[src/esw_pkg.sv]
// Shared constants for the serial write port: frame sizes, modes and host register map.
package esw_pkg;

  // ==========================================================================
  // Serial frame layout
  // ==========================================================================
  localparam int          BYTE_W       = 8;
  localparam int          CNT_W        = 4;
  localparam logic [3:0]  LAST_BIT_4W  = 4'h7;
  localparam logic [3:0]  LAST_BIT_3W  = 4'h8;
  localparam int          FLAG_POS     = 8;
  localparam logic        MODE_4WIRE   = 1'b0;
  localparam logic        MODE_3WIRE   = 1'b1;
  localparam logic        KIND_CMD     = 1'b0;
  localparam logic        KIND_DATA    = 1'b1;
  localparam int          WAKE_CLOCKS  = 2;

  // ==========================================================================
  // Host register map (AXI4-Lite, byte addresses)
  // ==========================================================================
  localparam int          AXI_AW       = 4;
  localparam logic [3:0]  OFS_TX       = 4'h0;
  localparam logic [3:0]  OFS_STATUS   = 4'h4;
  localparam logic [3:0]  OFS_CONFIG   = 4'h8;
  localparam int          TX_KIND_BIT  = 8;
  localparam int          ST_XFER_BIT  = 0;
  localparam int          ST_BUSY_OUT_N_BIT = 1;
  localparam int          ST_MODE_BIT  = 2;
  localparam int          CFG_MODE_BIT = 0;
  localparam logic [1:0]  RESP_OKAY    = 2'h0;
  localparam logic [1:0]  RESP_SLVERR  = 2'h2;
  localparam logic [1:0]  RESP_DECERR  = 2'h3;

  // ==========================================================================
  // Timing
  // ==========================================================================
  localparam int          REF_CLK_HZ   = 40_000_000;
  localparam int          LINK_HZ      = 5_000_000;
  localparam int          HALF_DIV     = REF_CLK_HZ / (2 * LINK_HZ);

  typedef enum logic [4:0] {
    HST_WAKE  = 5'h01,
    HST_IDLE  = 5'h02,
    HST_LOW   = 5'h04,
    HST_HIGH  = 5'h08,
    HST_END   = 5'h10
  } esw_hstate_t;

endpackage : esw_pkg

[src/esw_link_if.sv]
// Link wires between the controller and the display's serial write port.
`timescale 1ns/1ps
interface esw_link_if;
  logic serial_clock_in;
  logic host_select_n;
  logic data_command_sel;
  logic serial_in_line;
  logic interface_select_pin;
  logic host_reset_n;
  logic busy_out_n;

  modport dev (
    input  serial_clock_in,
    input  host_select_n,
    input  data_command_sel,
    input  serial_in_line,
    input  interface_select_pin,
    input  host_reset_n,
    output busy_out_n
  );

  modport host (
    output serial_clock_in,
    output host_select_n,
    output data_command_sel,
    output serial_in_line,
    output interface_select_pin,
    output host_reset_n,
    input  busy_out_n
  );
endinterface : esw_link_if

[src/esw_host.sv]
// Controller side: AXI4-Lite registers driving serial write frames to the display.
//
// Added by the designer: the register offsets and the AXI4-Lite register port.
`timescale 1ns/1ps
module esw_host #(
  parameter int HALF_CYCLES = esw_pkg::HALF_DIV
) (
  esw_link_if.host                      link,
  input  wire logic                     ref_clk,
  input  wire logic                     srst,
  input  wire logic [esw_pkg::AXI_AW-1:0] s_axi_awaddr,
  input  wire logic                     s_axi_awvalid,
  output logic                          s_axi_awready,
  input  wire logic [31:0]              s_axi_wdata,
  input  wire logic [3:0]               s_axi_wstrb,
  input  wire logic                     s_axi_wvalid,
  output logic                          s_axi_wready,
  output logic [1:0]                    s_axi_bresp,
  output logic                          s_axi_bvalid,
  input  wire logic                     s_axi_bready,
  input  wire logic [esw_pkg::AXI_AW-1:0] s_axi_araddr,
  input  wire logic                     s_axi_arvalid,
  output logic                          s_axi_arready,
  output logic [31:0]                   s_axi_rdata,
  output logic [1:0]                    s_axi_rresp,
  output logic                          s_axi_rvalid,
  input  wire logic                     s_axi_rready
);
  import esw_pkg::*;

  // ==========================================================================
  // Busy synchroniser
  // ==========================================================================
  logic busy_meta_reg;
  logic busy_sync_reg;

  always_ff @(posedge ref_clk) begin
    busy_meta_reg <= link.busy_out_n;
    busy_sync_reg <= busy_meta_reg;
  end

  // ==========================================================================
  // AXI4-Lite write side
  // ==========================================================================
  logic [AXI_AW-1:0] aw_addr_reg;
  logic              aw_have_reg;
  logic [31:0]       w_data_reg;
  logic              w_have_reg;
  logic              wr_fire;
  logic              tx_pend_reg;
  logic [8:0]        tx_word_reg;
  logic              cfg_mode_reg;
  logic              xfer_busy;

  assign s_axi_awready = ~aw_have_reg & ~s_axi_bvalid;
  assign s_axi_wready  = ~w_have_reg & ~s_axi_bvalid;
  assign wr_fire       = aw_have_reg & w_have_reg;

  always_ff @(posedge ref_clk) begin
    if (srst) begin
      aw_have_reg <= 1'b0;
      aw_addr_reg <= '0;
    end else if (s_axi_awvalid && s_axi_awready) begin
      aw_have_reg <= 1'b1;
      aw_addr_reg <= s_axi_awaddr;
    end else if (wr_fire) begin
      aw_have_reg <= 1'b0;
    end
  end

  always_ff @(posedge ref_clk) begin
    if (srst) begin
      w_have_reg <= 1'b0;
      w_data_reg <= '0;
    end else if (s_axi_wvalid && s_axi_wready) begin
      w_have_reg <= 1'b1;
      w_data_reg <= s_axi_wdata;
    end else if (wr_fire) begin
      w_have_reg <= 1'b0;
    end
  end

  // A transmit word written while a frame is pending is refused with SLVERR.
  always_ff @(posedge ref_clk) begin
    if (srst) begin
      s_axi_bvalid <= 1'b0;
      s_axi_bresp  <= RESP_OKAY;
    end else if (wr_fire) begin
      s_axi_bvalid <= 1'b1;
      if (aw_addr_reg == OFS_TX) begin
        s_axi_bresp <= xfer_busy ? RESP_SLVERR : RESP_OKAY;
      end else if (aw_addr_reg == OFS_CONFIG) begin
        s_axi_bresp <= xfer_busy ? RESP_SLVERR : RESP_OKAY;
      end else if (aw_addr_reg == OFS_STATUS) begin
        s_axi_bresp <= RESP_OKAY;
      end else begin
        s_axi_bresp <= RESP_DECERR;
      end
    end else if (s_axi_bready) begin
      s_axi_bvalid <= 1'b0;
    end
  end

  // The strap only moves while the link is idle, so it is static to the device.
  always_ff @(posedge ref_clk) begin
    if (srst) begin
      cfg_mode_reg <= MODE_4WIRE;
    end else if (wr_fire && aw_addr_reg == OFS_CONFIG && !xfer_busy && s_axi_wstrb[0]) begin
      cfg_mode_reg <= w_data_reg[CFG_MODE_BIT];
    end
  end

  // ==========================================================================
  // AXI4-Lite read side
  // ==========================================================================
  assign s_axi_arready = ~s_axi_rvalid;

  always_ff @(posedge ref_clk) begin
    if (srst) begin
      s_axi_rvalid <= 1'b0;
      s_axi_rdata  <= '0;
      s_axi_rresp  <= RESP_OKAY;
    end else if (s_axi_arvalid && s_axi_arready) begin
      s_axi_rvalid <= 1'b1;
      s_axi_rdata  <= '0;
      s_axi_rresp  <= RESP_OKAY;
      if (s_axi_araddr == OFS_STATUS) begin
        s_axi_rdata[ST_XFER_BIT]  <= xfer_busy;
        s_axi_rdata[ST_BUSY_OUT_N_BIT] <= busy_sync_reg;
        s_axi_rdata[ST_MODE_BIT]  <= cfg_mode_reg;
      end else if (s_axi_araddr == OFS_CONFIG) begin
        s_axi_rdata[CFG_MODE_BIT] <= cfg_mode_reg;
      end else if (s_axi_araddr != OFS_TX) begin
        s_axi_rresp <= RESP_DECERR;
      end
    end else if (s_axi_rready) begin
      s_axi_rvalid <= 1'b0;
    end
  end

  // ==========================================================================
  // Frame engine
  // ==========================================================================
  esw_hstate_t   state_reg;
  logic [15:0]   div_reg;
  logic          half_done;
  logic [3:0]    bit_reg;
  logic [8:0]    shift_reg;
  logic          start_ok;

  assign half_done = (div_reg == 16'(HALF_CYCLES - 1));
  // Commands wait for busy to lift; the device must not be disturbed then.
  assign start_ok  = tx_pend_reg & (tx_word_reg[TX_KIND_BIT] | busy_sync_reg);
  assign xfer_busy = tx_pend_reg | (state_reg != HST_IDLE);

  always_ff @(posedge ref_clk) begin
    if (srst) begin
      tx_pend_reg <= 1'b0;
      tx_word_reg <= '0;
    end else if (wr_fire && aw_addr_reg == OFS_TX && !xfer_busy) begin
      tx_pend_reg <= 1'b1;
      tx_word_reg <= w_data_reg[8:0];
    end else if (state_reg == HST_IDLE && start_ok) begin
      tx_pend_reg <= 1'b0;
    end
  end

  always_ff @(posedge ref_clk) begin
    if (srst || state_reg == HST_IDLE || half_done) begin
      div_reg <= '0;
    end else begin
      div_reg <= div_reg + 16'h0001;
    end
  end

  always_ff @(posedge ref_clk) begin
    if (srst) begin
      state_reg <= HST_WAKE;
      bit_reg   <= '0;
      shift_reg <= '0;
    end else begin
      case (state_reg)
        HST_WAKE: begin
          // Wake clocks with select high let the device's strap stages settle.
          if (half_done && link.serial_clock_in) begin
            bit_reg <= bit_reg + 4'h1;
            if (bit_reg == 4'(WAKE_CLOCKS - 1)) begin
              bit_reg   <= '0;
              state_reg <= HST_IDLE;
            end
          end
        end
        HST_IDLE: begin
          if (start_ok) begin
            bit_reg   <= '0;
            state_reg <= HST_LOW;
            if (cfg_mode_reg == MODE_3WIRE) begin
              shift_reg <= tx_word_reg;
            end else begin
              shift_reg <= {tx_word_reg[7:0], 1'b0};
            end
          end
        end
        HST_LOW: begin
          if (half_done) begin
            state_reg <= HST_HIGH;
          end
        end
        HST_HIGH: begin
          if (half_done) begin
            shift_reg <= {shift_reg[7:0], 1'b0};
            bit_reg   <= bit_reg + 4'h1;
            if (bit_reg == ((cfg_mode_reg == MODE_3WIRE) ? LAST_BIT_3W : LAST_BIT_4W)) begin
              state_reg <= HST_END;
            end else begin
              state_reg <= HST_LOW;
            end
          end
        end
        HST_END: begin
          if (half_done) begin
            state_reg <= HST_IDLE;
          end
        end
        default: begin
          state_reg <= HST_IDLE;
        end
      endcase
    end
  end

  // ==========================================================================
  // Link pins
  // ==========================================================================
  always_ff @(posedge ref_clk) begin
    if (srst) begin
      link.serial_clock_in <= 1'b0;
    end else if (state_reg == HST_WAKE && half_done) begin
      link.serial_clock_in <= ~link.serial_clock_in;
    end else if (state_reg == HST_LOW && half_done) begin
      link.serial_clock_in <= 1'b1;
    end else if (state_reg == HST_HIGH && half_done) begin
      link.serial_clock_in <= 1'b0;
    end
  end

  // Select stays low from the first bit until half a period after the last edge.
  always_ff @(posedge ref_clk) begin
    if (srst) begin
      link.host_select_n <= 1'b1;
    end else if (state_reg == HST_IDLE && start_ok) begin
      link.host_select_n <= 1'b0;
    end else if (state_reg == HST_END && half_done) begin
      link.host_select_n <= 1'b1;
    end
  end

  always_ff @(posedge ref_clk) begin
    if (srst) begin
      link.serial_in_line   <= 1'b0;
      link.data_command_sel <= 1'b0;
    end else begin
      // The bit is held through the high phase, so it only moves while the clock is low.
      link.serial_in_line <= (state_reg == HST_LOW || state_reg == HST_HIGH) ? shift_reg[FLAG_POS] : 1'b0;
      if (state_reg == HST_LOW || state_reg == HST_HIGH) begin
        link.data_command_sel <= (cfg_mode_reg == MODE_3WIRE) ? 1'b0 : tx_word_reg[TX_KIND_BIT];
      end else begin
        link.data_command_sel <= 1'b0;
      end
    end
  end

  always_ff @(posedge ref_clk) begin
    link.interface_select_pin <= cfg_mode_reg;
    link.host_reset_n         <= ~srst;
  end

endmodule : esw_host

[src/flat_wrapper.sv]
// flat-port wrapper written by rule: the top's interface ports become plain ports
module esw_host_flat import esw_pkg::*;
#(
  parameter int HALF_CYCLES = esw_pkg::HALF_DIV
)
  (ref_clk, srst, s_axi_awaddr, s_axi_awvalid, s_axi_awready, s_axi_wdata, s_axi_wstrb, s_axi_wvalid, s_axi_wready, s_axi_bresp, s_axi_bvalid, s_axi_bready, s_axi_araddr, s_axi_arvalid, s_axi_arready, s_axi_rdata, s_axi_rresp, s_axi_rvalid, s_axi_rready, link_serial_clock_in, link_host_select_n, link_data_command_sel, link_serial_in_line, link_interface_select_pin, link_host_reset_n, link_busy_out_n);
  esw_link_if link_i ();
  input  wire logic ref_clk;
  input  wire logic srst;
  input  wire logic [esw_pkg::AXI_AW-1:0] s_axi_awaddr;
  input  wire logic s_axi_awvalid;
  output logic s_axi_awready;
  input  wire logic [31:0] s_axi_wdata;
  input  wire logic [3:0] s_axi_wstrb;
  input  wire logic s_axi_wvalid;
  output logic s_axi_wready;
  output logic [1:0] s_axi_bresp;
  output logic s_axi_bvalid;
  input  wire logic s_axi_bready;
  input  wire logic [esw_pkg::AXI_AW-1:0] s_axi_araddr;
  input  wire logic s_axi_arvalid;
  output logic s_axi_arready;
  output logic [31:0] s_axi_rdata;
  output logic [1:0] s_axi_rresp;
  output logic s_axi_rvalid;
  input  wire logic s_axi_rready;
  output wire logic [$bits(link_i.serial_clock_in)-1:0] link_serial_clock_in;
  output wire logic [$bits(link_i.host_select_n)-1:0] link_host_select_n;
  output wire logic [$bits(link_i.data_command_sel)-1:0] link_data_command_sel;
  output wire logic [$bits(link_i.serial_in_line)-1:0] link_serial_in_line;
  output wire logic [$bits(link_i.interface_select_pin)-1:0] link_interface_select_pin;
  output wire logic [$bits(link_i.host_reset_n)-1:0] link_host_reset_n;
  input wire logic [$bits(link_i.busy_out_n)-1:0] link_busy_out_n;
  assign link_serial_clock_in = link_i.serial_clock_in;
  assign link_host_select_n = link_i.host_select_n;
  assign link_data_command_sel = link_i.data_command_sel;
  assign link_serial_in_line = link_i.serial_in_line;
  assign link_interface_select_pin = link_i.interface_select_pin;
  assign link_host_reset_n = link_i.host_reset_n;
  assign link_i.busy_out_n = link_busy_out_n;
  esw_host #(.HALF_CYCLES(HALF_CYCLES)) u_core (.link(link_i), .ref_clk(ref_clk), .srst(srst), .s_axi_awaddr(s_axi_awaddr), .s_axi_awvalid(s_axi_awvalid), .s_axi_awready(s_axi_awready), .s_axi_wdata(s_axi_wdata), .s_axi_wstrb(s_axi_wstrb), .s_axi_wvalid(s_axi_wvalid), .s_axi_wready(s_axi_wready), .s_axi_bresp(s_axi_bresp), .s_axi_bvalid(s_axi_bvalid), .s_axi_bready(s_axi_bready), .s_axi_araddr(s_axi_araddr), .s_axi_arvalid(s_axi_arvalid), .s_axi_arready(s_axi_arready), .s_axi_rdata(s_axi_rdata), .s_axi_rresp(s_axi_rresp), .s_axi_rvalid(s_axi_rvalid), .s_axi_rready(s_axi_rready));
endmodule
[config.mk]
export PLATFORM = sky130hd
export DESIGN_NAME = esw_host_flat
export DESIGN_NICKNAME = d
export VERILOG_FILES = /design/src/esw_pkg.sv /design/src/esw_link_if.sv /design/src/esw_host.sv /design/src/flat_wrapper.sv
export SDC_FILE = /design/constraint.sdc
export NUM_CORES = 1
export LEC_CHECK = 0
export ABC_CLOCK_PERIOD_IN_PS = 2000
export BUFFER_PORTS_ARGS = -buffer_cell sky130_fd_sc_hd__buf_2
export CORE_MARGIN = 2
export CORE_UTILIZATION = 30
export CTS_CLUSTER_DIAMETER = 80
export DETAILED_ROUTE_END_ITERATION = 7
export PLACE_DENSITY_LB_ADDON = 0.2
export SKIP_LAST_GASP = 1
export SYNTH_ARGS = -nofsm -noshare
export SYNTH_HDL_FRONTEND = slang
export SYNTH_SLANG_ARGS = --single-unit
[constraint.sdc]
create_clock -name ref_clk -period 2 [get_ports ref_clk]
set_input_delay 0.1 -clock ref_clk [delete_from_list [all_inputs] [get_ports ref_clk]]
set_output_delay 0.1 -clock ref_clk [all_outputs]
set_load 0.05 [all_outputs]
Yosys cells after proc, flatten, opt, wreduce, memory -nomap -nowiden
Cells that the tools add are included.

storage, ports and cells
  register bits = 77
  bits in latches = 0
  RAM bits = 0
  bits in read-only memories = 0
  bits of input ports = 52
  logic and storage cells = 134
  memories = 0

cells by class
  add/subtract/negate cells = 2
  multiply operators = 0
  divide/modulo/power cells = 0
  $lt $le $gt $ge = 0
  eq/ne operators = 19
  shifts and indexed selects = 0
  muxes and demuxes = 42
  bitwise gates (word level) = 13
  reduce and logical (&&, ||, !) cells = 34

operator list
  kind                                                    count
  2-to-1 mux 5 bit                                        7
  2-to-1 mux 9 bit                                        3
  one-hot mux 5 bit (5 select lines)                      1
  2-to-1 mux 4 bit                                        5
  one-hot mux 9 bit (2 select lines)                      1
  adder 16 x 1 -> 16 bit (second input constant)          1
  == test 16 x 2 -> 1 bit (second input constant)         1
  2-to-1 mux 1 bit                                        16
  2-to-1 mux 2 bit                                        8
  logical AND 1 bit                                       14
  nonzero test 2 bit                                      7
  inequality test 2 x 1 -> 1 bit (second input constant)  6
  one-hot mux 4 bit (3 select lines)                      1
  == test 4 x 3 -> 1 bit (second input constant)          2
  == test 4 bit (second input constant)                   2
  inverter 1 bit                                          7
  AND reduction 6 bit                                     1
  nonzero test 3 bit                                      2
  == test 5 x 1 -> 1 bit (second input constant)          1
  == test 5 x 2 -> 1 bit (second input constant)          1
  == test 5 x 3 -> 1 bit (second input constant)          1
  == test 5 x 4 -> 1 bit (second input constant)          1
  == test 5 bit (second input constant)                   1
  inequality test 5 x 2 -> 1 bit (second input constant)  1
  other kinds (13)                                        19

Longest topological paths before layout
  depth after elaboration = 5
  mapped depth = 9

Worst setup path before layout
Ideal clock, no wire load.

  path kind = flip-flop to flip-flop
  from = register u_core.s_axi_bvalid
  to = register u_core.aw_addr_reg[0]
  library setup time = 128 ps
  data arrival time = 1929 ps
  data required time = 1872 ps
  setup slack = -57 ps
  stages on the path, launching flop included = 6
  path buffers = 1
  period minus slack after synthesis = 2057 ps
  path through = dfxtp_1 -> nor2_1 -> and2_1 -> clkbuf_1 -> mux2i_1 -> nor2_1

on the way
  word-level cells in the longest chain between the ends = 3

RTL lines
  element                 RTL line            source
  start, declared         esw_host.sv:19      output logic s_axi_bvalid,
  start signal, assigned  esw_host.sv:86      s_axi_bvalid <= 1'b0;
  start signal, assigned  esw_host.sv:89      s_axi_bvalid <= 1'b1;
  start signal, assigned  esw_host.sv:100     s_axi_bvalid <= 1'b0;
  inverter 1 bit          esw_host.sv:55      assign s_axi_awready = ~aw_have_reg & ~s_axi_bvalid;
  AND 1 bit               esw_host.sv:55
  via s_axi_awready       flat_wrapper.sv:12  output logic s_axi_awready;
  logical AND 1 bit       esw_host.sv:63      end else if (s_axi_awvalid && s_axi_awready) begin
  end signal, assigned    esw_host.sv:65      aw_addr_reg <= s_axi_awaddr;
  end, declared           esw_host.sv:45      logic [AXI_AW-1:0] aw_addr_reg;

The timed path passes the listed nets, and every way through them passes these cells.
A chain may end at the register's enable or synchronous reset.

Worst setup path after layout
  from = register u_core.state_reg[2]
  to = register u_core.state_reg[2]

on the way
  word-level cells in the longest chain between the ends = 3
  elaborated cells on any way between the ends = 13
  classes of those cells = eq/ne (11); mux (1); reduce/logical (1)

RTL lines
  element                                               RTL line         source
  start, declared                                       esw_host.sv:144  esw_hstate_t state_reg;
  start signal, assigned                                esw_host.sv:178  state_reg <= HST_WAKE;
  start signal, assigned                                esw_host.sv:189  state_reg <= HST_IDLE;
  start signal, assigned                                esw_host.sv:196  state_reg <= HST_LOW;
  == test 5 x 1 -> 1 bit, or another cell as far along  esw_host.sv:182  case (state_reg)
  inequality test 2 x 1 -> 1 bit (no source line)       -
  AND reduction 6 bit (no source line)                  -

Several ways; a longest one is shown, not always the timed one.

==> metrics.txt <==
FF+latch count, synth=76; clock skew=0.00773 ns; Fin. Hold Viols=0; Final Net Count=544; Register-to-Register Path Depth=5; detailed-placement wirelength estimate=5530 µm; grt ovf=0; Startpoint Class=register; Slew Viols, Final=0; via count=3047; sequential-to-total area share from yosys stat=0.421; Lkg Pwr=1.83 nW; initial antenna violation count=0; data required time at the worst endpoint=2.23 ns; DRC viols=0; most common cell after layout, fill and taps aside=dfxtp_1; setup ws final=0.0138 ns; Clock Latency Late Sink=0.34 ns; final-report setup violation count=0; top cell type's share of synthesized area=0.421; warnings from Yosys=0; max_cap viols=0; Final Power=4.43 mW; Power Dens Cells=999 nW/µm²; Cells after Synth=426; minimum clock period after layout=1.99 ns; largest cells by area after synthesis=dfxtp_1 (42%), mux2i_1 (6.4%), buf_4 (6.2%); H-tree depth=3; Die Width=114 µm; Die H=114 µm; Hold Crit Class=input pin to register; Syn Area/Cell=8.47 µm²; Layout Area Growth over Synthesis=22.9%; maximum vdd drop=0.333 mV; number of buffers created by CTS=9; CTS max path bufs=2; Synth Cell Area=3610 µm²; CTS Sinks=76; crit path kind=register to register; Initial Utilization=0.304; DP Worst Slack=0.00601 ns; Post-CTS Setup Inserts=0; Detailed Route WL=7810 µm; Synth cell types=49; CP endpoint kind=register; Initial DRT Pass Iterations=4; Final Cycle Share=0.993; first-pass GRT wire length=13300 µm; crit path DAT=2.21 ns; Clock Tree Root=clkbuf_16; drt wl/cell=12.2 µm; number of synthesized flops with an enable pin=0; total track usage=0.126; f_max=0.503 GHz; Via density=4.75; 1st-iter DRT viols=165; commonest cells after routing, fill and taps aside=dfxtp_1 (72), nor2_1 (48), buf_2 (43); largest net degree at the start of global routing=40; layout cells sized above 1=0.213; outcome=completed; FFs w/ async S/R, synth=0; antenna viol nets, final=0; vias in the first global route=2838; routability congestion estimate=0.800; CTS tree=done; PortBufs=43; ANT cells=0; RSZ-0062 raised after global routing=true; die area=12900 µm²; hold depth=3; crit path max fanout=6; largest area contributor in the netlist=dfxtp_1; Main synth FF type=dfxtp_1; final setup TNS=0 ns; CTS clk-pin slew, worst paths=0.06 ns; I/O Pins=99; max reg flops=16; Core ar.=11900 µm²; cell row count=40
[final timing paths]
check	endpoint	slack, ns	from
setup / recovery	u_core.state_reg[2]	0.01	u_core.state_reg[2]
hold / removal	u_core.w_data_reg[5]	0.01	s_axi_wdata[5]
setup reg to reg	u_core.state_reg[2]	0.01	u_core.state_reg[2]
hold reg to reg	u_core.busy_sync_reg	0.33	u_core.busy_meta_reg
[layer usage]
metal  vias up  share of wire  global-route usage
li1       1567              -                   -
met3         6          0.035              0.0250
met4         0          0.015              0.0512
met2        63           0.45               0.200
met5         -              0                   0
met1      1411           0.50               0.169
[power by group]
part           switching [mW]  internal [mW]  total, mW
Combinational           0.692          0.453       1.15
Clock                   0.647          0.966       1.61
Sequential             0.0767           1.60       1.67
Total                    1.42           3.02       4.43
[worst max-delay path: stages (launching register included)]
cell and delay [ns]:
dfxtp_2 0.35, or4b_4 0.54, a211o_1 0.23, a221o_1 0.42, nor2b_4 0.16, o21a_1 0.17
[stage by stage]
step	area [µm²]	util	hold slack, ns	std cells
after floorplan	3730	-	0.128	454
after global placement	4020	0.339	0.216	617
after detailed placement	4020	0.339	0.216	617
after CTS	4390	0.370	0.00543	641
after global routing	4440	0.374	0.0106	641
final	4440	0.374	0.0125	641
[synth_stat cells (6+ instances only)]
cell      count
a21oi_1      37
xor2_1        6
or3_1         6
nor2_1       50
nand2b_1      6
nand4_1       7
xnor2_1       6
nand3_1       8
dfxtp_1      76
mux2i_1      23
nor4_1        7
nand2_1      32
buf_4        30
clkbuf_1     16
nor3_1       17
inv_1        11
buf_2         6
a2111o_1      8
o21ai_0      21
[area by class of cell]
class                   instances  area [µm²]
fillers                      1207        7420
well taps                     147         184
clock inverters                 6        65.1
inverters                      11        41.3
flip-flops and latches         76        1530
multi-input cells             311        1850
repair buffers                 80         538
clock buffers                  10         229
[what timing repair did]
action / CTS / global route
gates resized for setup: 0 / 15
hold buffers: 8 / 0
hold endpoints to repair: 8 / 0
endpoints found under the setup margin: 1 / 22
pin swaps: 1 / 1
[cell families (layout without fill, tap and decap cells)]
family | after synthesis | in the layout | synth area share
compound gates | 87 | 87 | 0.151
simple gates | 157 | 157 | 0.218
fa+ha+maj | 3 | 3 | 0.0104
other cells | 1 | 29 | 0.00104
mux | 23 | 23 | 0.0638
flops | 76 | 76 | 0.421
buf+inv | 67 | 107 | 0.106
xor+xnor | 12 | 12 | 0.0291
No activity file was read; power rests on OpenSTA's default activity.
